--- src/core/lims_consts.svh ---
// Offsets, field positions and reset values of the mode select block
`ifndef LIMS_CONSTS_SVH
`define LIMS_CONSTS_SVH

// ----------------------------------------------------------------------
// Register bus
// ----------------------------------------------------------------------
`define LIMS_ADDR_W        4
`define LIMS_DATA_W        8
`define LIMS_ADDR_CFG      4'h0
`define LIMS_ADDR_STAT     4'h1
`define LIMS_CFG_RESET     8'h00
`define LIMS_RDATA_ZERO    8'h00

// ----------------------------------------------------------------------
// Configuration register fields
// ----------------------------------------------------------------------
`define LIMS_CFG_RATE      0
`define LIMS_CFG_MEDIA     1
`define LIMS_CFG_PAR       2
`define LIMS_CFG_RSEL_LO   3
`define LIMS_CFG_RSEL_HI   4
`define LIMS_CFG_SERM_LO   5
`define LIMS_CFG_SERM_HI   6
`define LIMS_CFG_PCLK      7

// ----------------------------------------------------------------------
// Status register fields
// ----------------------------------------------------------------------
`define LIMS_ST_RATE       0
`define LIMS_ST_MEDIA      1
`define LIMS_ST_PAR        2
`define LIMS_ST_SWMODE     3
`define LIMS_ST_REFOK      4
`define LIMS_ST_MASTER     5
`define LIMS_ST_CDRBYP     6
`define LIMS_ST_FIFOBYP    7

// ----------------------------------------------------------------------
// Pin vector layout and three-level pin codes
// ----------------------------------------------------------------------
`define LIMS_PIN_W         8
`define LIMS_PIN_HWSW      0
`define LIMS_PIN_RATE      1
`define LIMS_PIN_MEDIA     2
`define LIMS_PIN_IFSEL     3
`define LIMS_PIN_RSEL_LO   4
`define LIMS_PIN_RSEL_HI   5
`define LIMS_PIN_CKM_LO    6
`define LIMS_PIN_CKM_HI    7
`define LIMS_TRI_LOW       2'h0
`define LIMS_TRI_FLOAT     2'h2
`define LIMS_TRI_HIGH      2'h3
`define LIMS_SERM_CLKDATA  2'h0
`define LIMS_SERM_DATA     2'h2
`define LIMS_SERM_PLESIO   2'h1

`endif

--- src/core/lims_pkg.sv ---
// Types shared by the mode select block
package lims_pkg;

   // Expected reference clock frequency
   typedef enum logic [2:0] {
      lims_ref_19m44,
      lims_ref_17m408,
      lims_ref_77m76,
      lims_ref_155m52,
      lims_ref_139m264,
      lims_ref_invalid
   } lims_refclk_type;

   // Transmit clocking scheme
   typedef enum logic [2:0] {
      lims_tx_ser_clkdata,
      lims_tx_ser_data,
      lims_tx_ser_plesio,
      lims_tx_par_slave,
      lims_tx_par_master,
      lims_tx_invalid
   } lims_txclk_type;

endpackage : lims_pkg

--- src/core/lims_sync.sv ---
// Two-stage synchroniser for the control pins
`timescale 1ns/100ps
`include "lims_consts.svh"

module lims_sync (
   input  wire logic                     clk,
   input  wire logic                     arst_n,
   input  wire logic [`LIMS_PIN_W-1:0]   pin_async,
   output logic      [`LIMS_PIN_W-1:0]   pin_sync
);

   // ----------------------------------------------------------------------
   // One synchroniser per pin bit
   // ----------------------------------------------------------------------
   genvar i;
   generate
      for (i = 0; i < `LIMS_PIN_W; i = i + 1) begin : g_bit
         logic meta_reg;
         logic meta_next;
         logic sync_reg;
         logic sync_next;

         // First stage feeds only the second stage
         always_comb begin
            meta_next = pin_async[i];
            sync_next = meta_reg;
         end

         always_ff @(posedge clk or negedge arst_n) begin
            if (!arst_n) begin
               meta_reg <= 1'b0;
               sync_reg <= 1'b0;
            end else begin
               meta_reg <= meta_next;
               sync_reg <= sync_next;
            end
         end

         assign pin_sync[i] = sync_reg;
      end
   endgenerate

endmodule : lims_sync

--- src/core/lims_mode_select.sv ---
// Mode select logic: resolves rate, media, interface and reference settings
//
// Function
// Select pin low takes settings from pins
// Select pin high uses register bits only
// Rate pin/bit high selects 139.264, else 155.52
// Reference frequency from rate and clock select
// Clock select 00/10/11 map reference frequencies
// Media high CMI coax, low NRZ fiber
// Interface high parallel nibble, low serial
// Serial mode 00 clk+data, 10 data, 01 plesio
// Parallel clock mode 0 slave, 1 master
// Pin or bit chosen, then registered
//
// Pins pass two flops, so outputs lag pins by three edges.
// A config write shows one edge after the write edge.
// Three-level straps come as codes 00 low, 10 float, 11 high.
// Config bits stay readable while the pins rule.
//
// The address-and-strobe port and the address map were decided locally.
`timescale 1ns/100ps
`include "lims_consts.svh"

module lims_mode_select (
   input  wire logic                        clk,
   input  wire logic                        arst_n,
   input  wire logic                        hw_sw_select_pin,
   input  wire logic                        rate_select_pin,
   input  wire logic                        media_select_pin,
   input  wire logic                        interface_select_pin,
   input  wire logic [1:0]                  refclk_freq_select,
   input  wire logic [1:0]                  tx_clock_mode_pin,
   input  wire logic [`LIMS_ADDR_W-1:0]     reg_addr,
   input  wire logic [`LIMS_DATA_W-1:0]     reg_wdata,
   input  wire logic                        reg_wr,
   input  wire logic                        reg_rd,
   output logic      [`LIMS_DATA_W-1:0]     reg_rdata,
   output logic                             sw_mode,
   output logic                             rate_e4,
   output logic                             media_cmi,
   output logic                             parallel_if,
   output lims_pkg::lims_refclk_type        refclk_freq,
   output logic                             refclk_valid,
   output lims_pkg::lims_txclk_type         tx_clock_scheme,
   output logic                             tx_cdr_bypass,
   output logic                             tx_fifo_bypass,
   output logic                             parallel_master
);

   // ----------------------------------------------------------------------
   // Pin synchronisation
   // ----------------------------------------------------------------------
   logic [`LIMS_PIN_W-1:0] pin_async;
   logic [`LIMS_PIN_W-1:0] pin_sync;

   // Pack pins for the synchroniser
   // Bit order follows the pin vector layout
   assign pin_async = {tx_clock_mode_pin, refclk_freq_select, interface_select_pin,
                       media_select_pin, rate_select_pin, hw_sw_select_pin};

   // Every pin passes two flops before any decode reads it
   lims_sync u_sync (
      .clk       (clk),
      .arst_n    (arst_n),
      .pin_async (pin_async),
      .pin_sync  (pin_sync)
   );

   // ----------------------------------------------------------------------
   // Configuration register and read port
   // ----------------------------------------------------------------------
   logic [`LIMS_DATA_W-1:0] cfg_reg;
   logic [`LIMS_DATA_W-1:0] cfg_next;
   logic [`LIMS_DATA_W-1:0] rdata_reg;
   logic [`LIMS_DATA_W-1:0] rdata_next;
   logic [`LIMS_DATA_W-1:0] stat_word;

   // Write decode and read mux, unmapped reads return zero
   // Writes to status or unmapped addresses are dropped
   always_comb begin
      cfg_next   = cfg_reg;
      rdata_next = `LIMS_RDATA_ZERO;
      if (reg_wr && reg_addr == `LIMS_ADDR_CFG) begin
         cfg_next = reg_wdata;
      end
      if (reg_rd) begin
         if (reg_addr == `LIMS_ADDR_CFG) begin
            rdata_next = cfg_reg;
         end else if (reg_addr == `LIMS_ADDR_STAT) begin
            rdata_next = stat_word;
         end else begin
            rdata_next = `LIMS_RDATA_ZERO;
         end
      end
   end

   // Config and read data registers; read data stands one cycle
   always_ff @(posedge clk or negedge arst_n) begin
      if (!arst_n) begin
         cfg_reg   <= `LIMS_CFG_RESET;
         rdata_reg <= `LIMS_RDATA_ZERO;
      end else begin
         cfg_reg   <= cfg_next;
         rdata_reg <= rdata_next;
      end
   end

   // ----------------------------------------------------------------------
   // Source selection: pins in hardware mode, bits in software mode
   // ----------------------------------------------------------------------
   logic       sel_sw;
   logic       sel_rate;
   logic       sel_media;
   logic       sel_par;
   logic [1:0] sel_rsel;
   logic [1:0] sel_serm;
   logic       sel_pclk;
   // Synchronised three-level pin fields
   logic [1:0] pin_rsel;
   logic [1:0] pin_ckm;

   assign pin_rsel = pin_sync[`LIMS_PIN_RSEL_HI:`LIMS_PIN_RSEL_LO];
   assign pin_ckm  = pin_sync[`LIMS_PIN_CKM_HI:`LIMS_PIN_CKM_LO];

   // Choose each setting from its pin or its register bit
   // Select pin shares the synchroniser with the pins it gates,
   // so a mode change never mixes both sources for a cycle
   always_comb begin
      sel_sw = pin_sync[`LIMS_PIN_HWSW];
      if (sel_sw) begin
         sel_rate  = cfg_reg[`LIMS_CFG_RATE];
         sel_media = cfg_reg[`LIMS_CFG_MEDIA];
         sel_par   = cfg_reg[`LIMS_CFG_PAR];
         sel_rsel  = cfg_reg[`LIMS_CFG_RSEL_HI:`LIMS_CFG_RSEL_LO];
         sel_serm  = cfg_reg[`LIMS_CFG_SERM_HI:`LIMS_CFG_SERM_LO];
         sel_pclk  = cfg_reg[`LIMS_CFG_PCLK];
      end else begin
         sel_rate  = pin_sync[`LIMS_PIN_RATE];
         sel_media = pin_sync[`LIMS_PIN_MEDIA];
         sel_par   = pin_sync[`LIMS_PIN_IFSEL];
         sel_rsel  = pin_rsel;
         // Three-level clock mode pin maps onto serial mode codes
         if (pin_ckm == `LIMS_TRI_LOW) begin
            sel_serm = `LIMS_SERM_CLKDATA;
         end else if (pin_ckm == `LIMS_TRI_FLOAT) begin
            sel_serm = `LIMS_SERM_DATA;
         end else if (pin_ckm == `LIMS_TRI_HIGH) begin
            sel_serm = `LIMS_SERM_PLESIO;
         end else begin
            // Code 01 is passed on and reads as plesiochronous
            sel_serm = pin_ckm;
         end
         sel_pclk = (pin_ckm == `LIMS_TRI_HIGH);
      end
   end

   // ----------------------------------------------------------------------
   // Reference frequency and transmit clocking decode
   // ----------------------------------------------------------------------
   lims_pkg::lims_refclk_type ref_dec;
   lims_pkg::lims_txclk_type  tx_dec;
   logic                      cdr_byp_dec;
   logic                      fifo_byp_dec;

   // Reference depends on rate and clock select together
   // Code 01 is no legal strap and falls to invalid
   always_comb begin
      case (sel_rsel)
         `LIMS_TRI_LOW:   ref_dec = sel_rate ? lims_pkg::lims_ref_17m408
                                             : lims_pkg::lims_ref_19m44;
         `LIMS_TRI_FLOAT: ref_dec = sel_rate ? lims_pkg::lims_ref_invalid
                                             : lims_pkg::lims_ref_77m76;
         `LIMS_TRI_HIGH:  ref_dec = sel_rate ? lims_pkg::lims_ref_139m264
                                             : lims_pkg::lims_ref_155m52;
         default:         ref_dec = lims_pkg::lims_ref_invalid;
      endcase
   end

   // Transmit clocking per interface type
   always_comb begin
      cdr_byp_dec  = 1'b0;
      fifo_byp_dec = 1'b0;
      if (sel_par) begin
         // Parallel clocking ignores the serial mode code
         tx_dec = sel_pclk ? lims_pkg::lims_tx_par_master
                           : lims_pkg::lims_tx_par_slave;
      end else begin
         case (sel_serm)
            `LIMS_SERM_CLKDATA: begin
               tx_dec      = lims_pkg::lims_tx_ser_clkdata;
               cdr_byp_dec = 1'b1;
            end
            `LIMS_SERM_DATA: begin
               tx_dec = lims_pkg::lims_tx_ser_data;
            end
            `LIMS_SERM_PLESIO: begin
               tx_dec       = lims_pkg::lims_tx_ser_plesio;
               fifo_byp_dec = 1'b1;
            end
            default: begin
               // Code 11 has no scheme; both bypasses stay low
               tx_dec = lims_pkg::lims_tx_invalid;
            end
         endcase
      end
   end

   // ----------------------------------------------------------------------
   // Effective settings, registered before use
   // ----------------------------------------------------------------------
   logic                      sw_reg;
   logic                      rate_reg;
   logic                      media_reg;
   logic                      par_reg;
   lims_pkg::lims_refclk_type ref_reg;
   logic                      refok_reg;
   lims_pkg::lims_txclk_type  tx_reg;
   logic                      cdr_reg;
   logic                      fifo_reg;
   logic                      master_reg;

   // Next values
   logic                      sw_next;
   logic                      rate_next;
   logic                      media_next;
   logic                      par_next;
   lims_pkg::lims_refclk_type ref_next;
   logic                      refok_next;
   lims_pkg::lims_txclk_type  tx_next;
   logic                      cdr_next;
   logic                      fifo_next;
   logic                      master_next;

   // Next effective values
   always_comb begin
      sw_next     = sel_sw;
      rate_next   = sel_rate;
      media_next  = sel_media;
      par_next    = sel_par;
      ref_next    = ref_dec;
      refok_next  = (ref_dec != lims_pkg::lims_ref_invalid);
      tx_next     = tx_dec;
      cdr_next    = cdr_byp_dec;
      fifo_next   = fifo_byp_dec;
      master_next = sel_par & sel_pclk;
   end

   // Register effective values
   // Reset gives a valid pin-mode serial setup at 19.44 MHz
   always_ff @(posedge clk or negedge arst_n) begin
      if (!arst_n) begin
         sw_reg     <= 1'b0;
         rate_reg   <= 1'b0;
         media_reg  <= 1'b0;
         par_reg    <= 1'b0;
         ref_reg    <= lims_pkg::lims_ref_19m44;
         refok_reg  <= 1'b1;
         tx_reg     <= lims_pkg::lims_tx_ser_clkdata;
         cdr_reg    <= 1'b1;
         fifo_reg   <= 1'b0;
         master_reg <= 1'b0;
      end else begin
         sw_reg     <= sw_next;
         rate_reg   <= rate_next;
         media_reg  <= media_next;
         par_reg    <= par_next;
         ref_reg    <= ref_next;
         refok_reg  <= refok_next;
         tx_reg     <= tx_next;
         cdr_reg    <= cdr_next;
         fifo_reg   <= fifo_next;
         master_reg <= master_next;
      end
   end

   // Status word shows the effective settings
   // Built from registered values, never from the raw decode
   always_comb begin
      stat_word                   = `LIMS_RDATA_ZERO;
      stat_word[`LIMS_ST_RATE]    = rate_reg;
      stat_word[`LIMS_ST_MEDIA]   = media_reg;
      stat_word[`LIMS_ST_PAR]     = par_reg;
      stat_word[`LIMS_ST_SWMODE]  = sw_reg;
      stat_word[`LIMS_ST_REFOK]   = refok_reg;
      stat_word[`LIMS_ST_MASTER]  = master_reg;
      stat_word[`LIMS_ST_CDRBYP]  = cdr_reg;
      stat_word[`LIMS_ST_FIFOBYP] = fifo_reg;
   end

   // ----------------------------------------------------------------------
   // Outputs
   // ----------------------------------------------------------------------
   // Every output comes straight from a flip-flop
   // No combinational path from any input to an output
   assign reg_rdata       = rdata_reg;
   assign sw_mode         = sw_reg;
   assign rate_e4         = rate_reg;
   assign media_cmi       = media_reg;
   assign parallel_if     = par_reg;
   assign refclk_freq     = ref_reg;
   assign refclk_valid    = refok_reg;
   assign tx_clock_scheme = tx_reg;
   assign tx_cdr_bypass   = cdr_reg;
   assign tx_fifo_bypass  = fifo_reg;
   assign parallel_master = master_reg;

endmodule : lims_mode_select

--- config.mk ---
export PLATFORM = sky130hd
export DESIGN_NAME = lims_mode_select
export DESIGN_NICKNAME = d
export VERILOG_FILES = /design/src/core/lims_pkg.sv /design/src/core/lims_sync.sv /design/src/core/lims_mode_select.sv
export VERILOG_INCLUDE_DIRS = /design/src /design/src/core
export SDC_FILE = /design/constraint.sdc
export NUM_CORES = 1
export LEC_CHECK = 0
export BUFFER_PORTS_ARGS = -buffer_cell sky130_fd_sc_hd__buf_2
export CAP_MARGIN = 20
export CELL_PAD_IN_SITES_DETAIL_PLACEMENT = 1
export CELL_PAD_IN_SITES_GLOBAL_PLACEMENT = 1
export CORE_ASPECT_RATIO = 1.1
export CORE_MARGIN = 3
export CORE_UTILIZATION = 40
export DETAILED_ROUTE_END_ITERATION = 7
export GPL_TIMING_DRIVEN = 0
export PLACE_DENSITY = 0.87
export SYNTH_ARGS = -nofsm -noshare
export SYNTH_HDL_FRONTEND = slang
export SYNTH_HIERARCHICAL = 1
export SYNTH_SLANG_ARGS = --single-unit
--- constraint.sdc ---
create_clock -name clk -period 1.7 [get_ports clk]
set_input_delay 0.085 -clock clk [delete_from_list [all_inputs] [get_ports clk]]
set_output_delay 0.085 -clock clk [all_outputs]
set_load 0.05 [all_outputs]
==> impl_results.rst <==
.. list-table::
   :header-rows: 1

   * - Metric
     - Value
   * - Final hold violation count
     - 0
   * - Worst slew pin tran
     - about 0.96 ns
   * - Type of the setup path with the least slack
     - register to register
   * - Power density cells
     - roughly 1200 nW/um2
   * - Fin crit period
     - between 1 and 1.5 ns
   * - Utilization after layout
     - between 50% and 60%
   * - Initial cell density of the core
     - between 40% and 50%
   * - Die Ht
     - ~74 um
   * - First-pass GRT wire length
     - roughly 6000 um
   * - Global route total overflow
     - 0
   * - Critical-path maximum fanout
     - 8
   * - Setup repair after global routing missed its margin
     - false
   * - Fraction of the cycle the final worst path needs
     - 84.0%
   * - Skew final
     - ~0.0086 ns
   * - Final-report max-slew violation count
     - 0
   * - Clock slew at reported path FFs
     - 0.07 ns
   * - Layout-stage area growth over the synthesis result
     - 27.4%
   * - Detailed-route via count
     - between 1000 and 1500
   * - CP Data Arrival Time
     - between 1.5 and 2 ns
   * - Synthesized netlist net count
     - about 150
   * - Slew HR
     - between 30 and 40%
   * - Fmax achieved
     - 700 MHz
   * - Number of instances in the placed design
     - 217
   * - Critical path startpoint category
     - register
   * - Std-Cell Core Area
     - ~4000 um2
   * - Setup TNS after final layout
     - 0 ns
   * - Flip-flop and latch count after synthesis
     - 46
   * - Total of endpoints with negative setup slack in the final report
     - 0
   * - Outcome
     - finished, final reports clean
   * - Hold-fix buffers at CTS
     - 9
   * - Area of the mapped netlist
     - between 1500 and 2000 um2
   * - Switching Fraction
     - about a third
   * - Number of routed nets with antenna violations
     - 0
   * - Most common cell after layout, fill and taps aside
     - sky130_fd_sc_hd__buf_2
   * - Hold/Removal Path Class
     - input port to register
   * - Netlist cell types
     - 25
   * - Internal Dissipation
     - 1730 uW
   * - Die width
     - 68.2 um
   * - Number of buffers created by CTS
     - 5
   * - Area of the die
     - just over 5000 um2
   * - Total clock sinks
     - 46
   * - Routed vias/inst
     - 4.85
   * - Number of H-tree levels
     - 2
   * - Clock tree root buffer cell
     - sky130_fd_sc_hd__clkbuf_8
   * - Combinational cell fraction of total power
     - between 20% and 30%
   * - Fraction of final layout cells with drive strength greater than 1
     - a little over two fifths
   * - Maxcap violations
     - 0
   * - DRC violation count after routing
     - 0
   * - Total routing resource utilization after global routing
     - between 15 and 20%
   * - Reg-to-reg slack, setup
     - around 0.27 ns
   * - Proportion of power drawn by the clock network
     - about a quarter
   * - Average cell area after synthesis
     - 14.1 um2
   * - Half-perimeter wire length after detailed placement
     - 2740 um
   * - Total Nets Final
     - approximately 210
   * - DR WL/cell
     - between 15 and 20 um
   * - Number of primary I/O pins
     - 46
   * - Vias in the first global route
     - between 1000 and 1500
   * - Setup Buffers After CTS
     - 0
   * - CP Capture Type
     - register
   * - Cts repair resizes
     - 0
   * - Layout fillers
     - 421
   * - Placement Rows
     - 24
   * - Clock tree from TritonCTS
     - done
   * - Source-to-sink clock delay at the later pin of the worst-skew pair
     - between 0.2 and 0.3 ns
   * - Count of synthesis-stage warnings from yosys
     - 6
   * - Maximum root-to-sink buffer count
     - 2
   * - Drt pass-1 iters
     - 4
   * - Routed wire length
     - roughly 3600 um
   * - Number of antenna violations at the first check in global routing
     - 0
   * - Maximum vdd ir drop
     - about 0.00081 V
   * - Leakage power
     - 0.00111 uW
   * - Antenna Cells
     - 0
   * - Number of design-rule violations left by the first detailed-router iteration
     - 27
   * - Largest net degree at the start of global routing
     - 47
   * - Total net switching power
     - a little under 800 uW
   * - Sequential-to-total area share from yosys stat
     - 67.8%
   * - Gate count after technology mapping
     - ~120
   * - Post-route non-filler standard cell count
     - about 230
   * - IO Port Bufs
     - 44
   * - RePlAce Congestion
     - 0.924
   * - Share of power burned in registers
     - 51.9%
   * - WP data required
     - between 1.5 and 2 ns
   * - Most used cells in the layout excluding fill and tap cells
     - sky130_fd_sc_hd__buf_2 (46), sky130_fd_sc_hd__dfrtp_1 (44), sky130_fd_sc_hd__nor2_1 (15)
==> critical path: stages, from the launching register on <==
cell and delay, ns:
sky130_fd_sc_hd__dfrtp_1 0.36, sky130_fd_sc_hd__buf_4 0.13, sky130_fd_sc_hd__buf_2 0.16, sky130_fd_sc_hd__mux2_4 0.34, sky130_fd_sc_hd__a221oi_2 0.21, sky130_fd_sc_hd__nor2_1 0.09
==> routing by layer <==
| layer | up-vias | GRT usage (%) | part of all wire [%] | routed length (um) |
|---|---|---|---|---|
| met4 | 0 | 7.73 | 3.0 | 108 |
| met1 | 557 | 17.1 | 36 | 1320 |
| met5 | - | 0 | 0 | 0 |
| met2 | 40 | 29.0 | 56 | 2020 |
| met3 | 16 | 3.63 | 5.2 | 188 |
| li1 | 521 | - | - | - |
==> cell families after synthesis <==
kind of cell,count (synthesis),share of synthesized area (%)
and+or+nand+nor,28,8.54
DFF,46,67.8
muxes,20,12.8
buffers and inverters,14,5.22
AOI/OAI and AO/OA,13,5.59
==> stage by stage <==
step	hold slack [ns]	power (uW)	setup WS, ns	instance area, um2
6_report	0.0266	2530	0.272	2170
5_1_grt	0.0237	2640	0.200	2170
2_1_floorplan	-0.211	1690	0.430	1700
4_1_cts	0.0250	2550	0.251	2170
3_3_place_gp	0.193	1830	0.361	1990
3_5_place_dp	0.195	1870	0.262	1990
==> area by class of cell <==
cell class,instances,area (um2),area share (%)
sequential,46,1150,53.2
inverter,3,11.3,0.520
tap,52,65.1,3.00
clock buffer,7,86.3,3.98
multi-input combinational,61,458,21.1
timing repair buffer,53,310,14.3
clock inverter,1,5.00,0.231
buffer,11,77.6,3.58
==> power by group through the flow <==
stage	Sequential, uW	Combinational, uW	Clock (uW)
floorplan	1500	184	0
global placement	1320	509	0
detailed placement	1330	538	0
CTS	1310	556	679
global route	1330	586	722
finish	1310	550	665
==> cells in the mapped netlist (all sizes together) <==
cell type / n / area, um2
a21oi: 2 / 10.0
mux2i: 9 / 90.1
o21ai: 3 / 15.0
a221oi: 1 / 15.0
o211ai: 2 / 15.0
dfrtp: 44 / 1100
a31oi: 1 / 6.26
nand3b: 1 / 20.0
nand3: 4 / 20.0
nor2b: 1 / 6.26
mux2: 11 / 128
nand2: 4 / 15.0
nor3: 2 / 21.3
a211oi: 1 / 7.51
inv: 3 / 11.3
nor2: 15 / 56.3
o31ai: 1 / 7.51
nand2b: 1 / 6.26
a2bb2oi: 1 / 8.76
a41o: 1 / 10.0
buf: 11 / 77.6
dfstp: 2 / 52.6
==> path summary, 6_finish.rpt <==
kind                                                    startpoint                                  to  cells after the start
worst max register to register  u_sync/g_bit[0].sync_reg$_DFF_PN0_        tx_clock_scheme[0]$_DFF_PN0_                      5
min in group asynchronous                                   arst_n              reg_rdata[6]$_DFF_PN0_                      2
max in group asynchronous                                   arst_n  u_sync/g_bit[1].meta_reg$_DFF_PN0_                      2
worst max-delay path            u_sync/g_bit[0].sync_reg$_DFF_PN0_        tx_clock_scheme[0]$_DFF_PN0_                      5
worst min-delay path                                  reg_wdata[1]              cfg_reg[1]$_DFFE_PN0P_                      2
worst min register to register  u_sync/g_bit[4].meta_reg$_DFF_PN0_  u_sync/g_bit[4].sync_reg$_DFF_PN0_                      0
(Power assumes the default switching activity.)
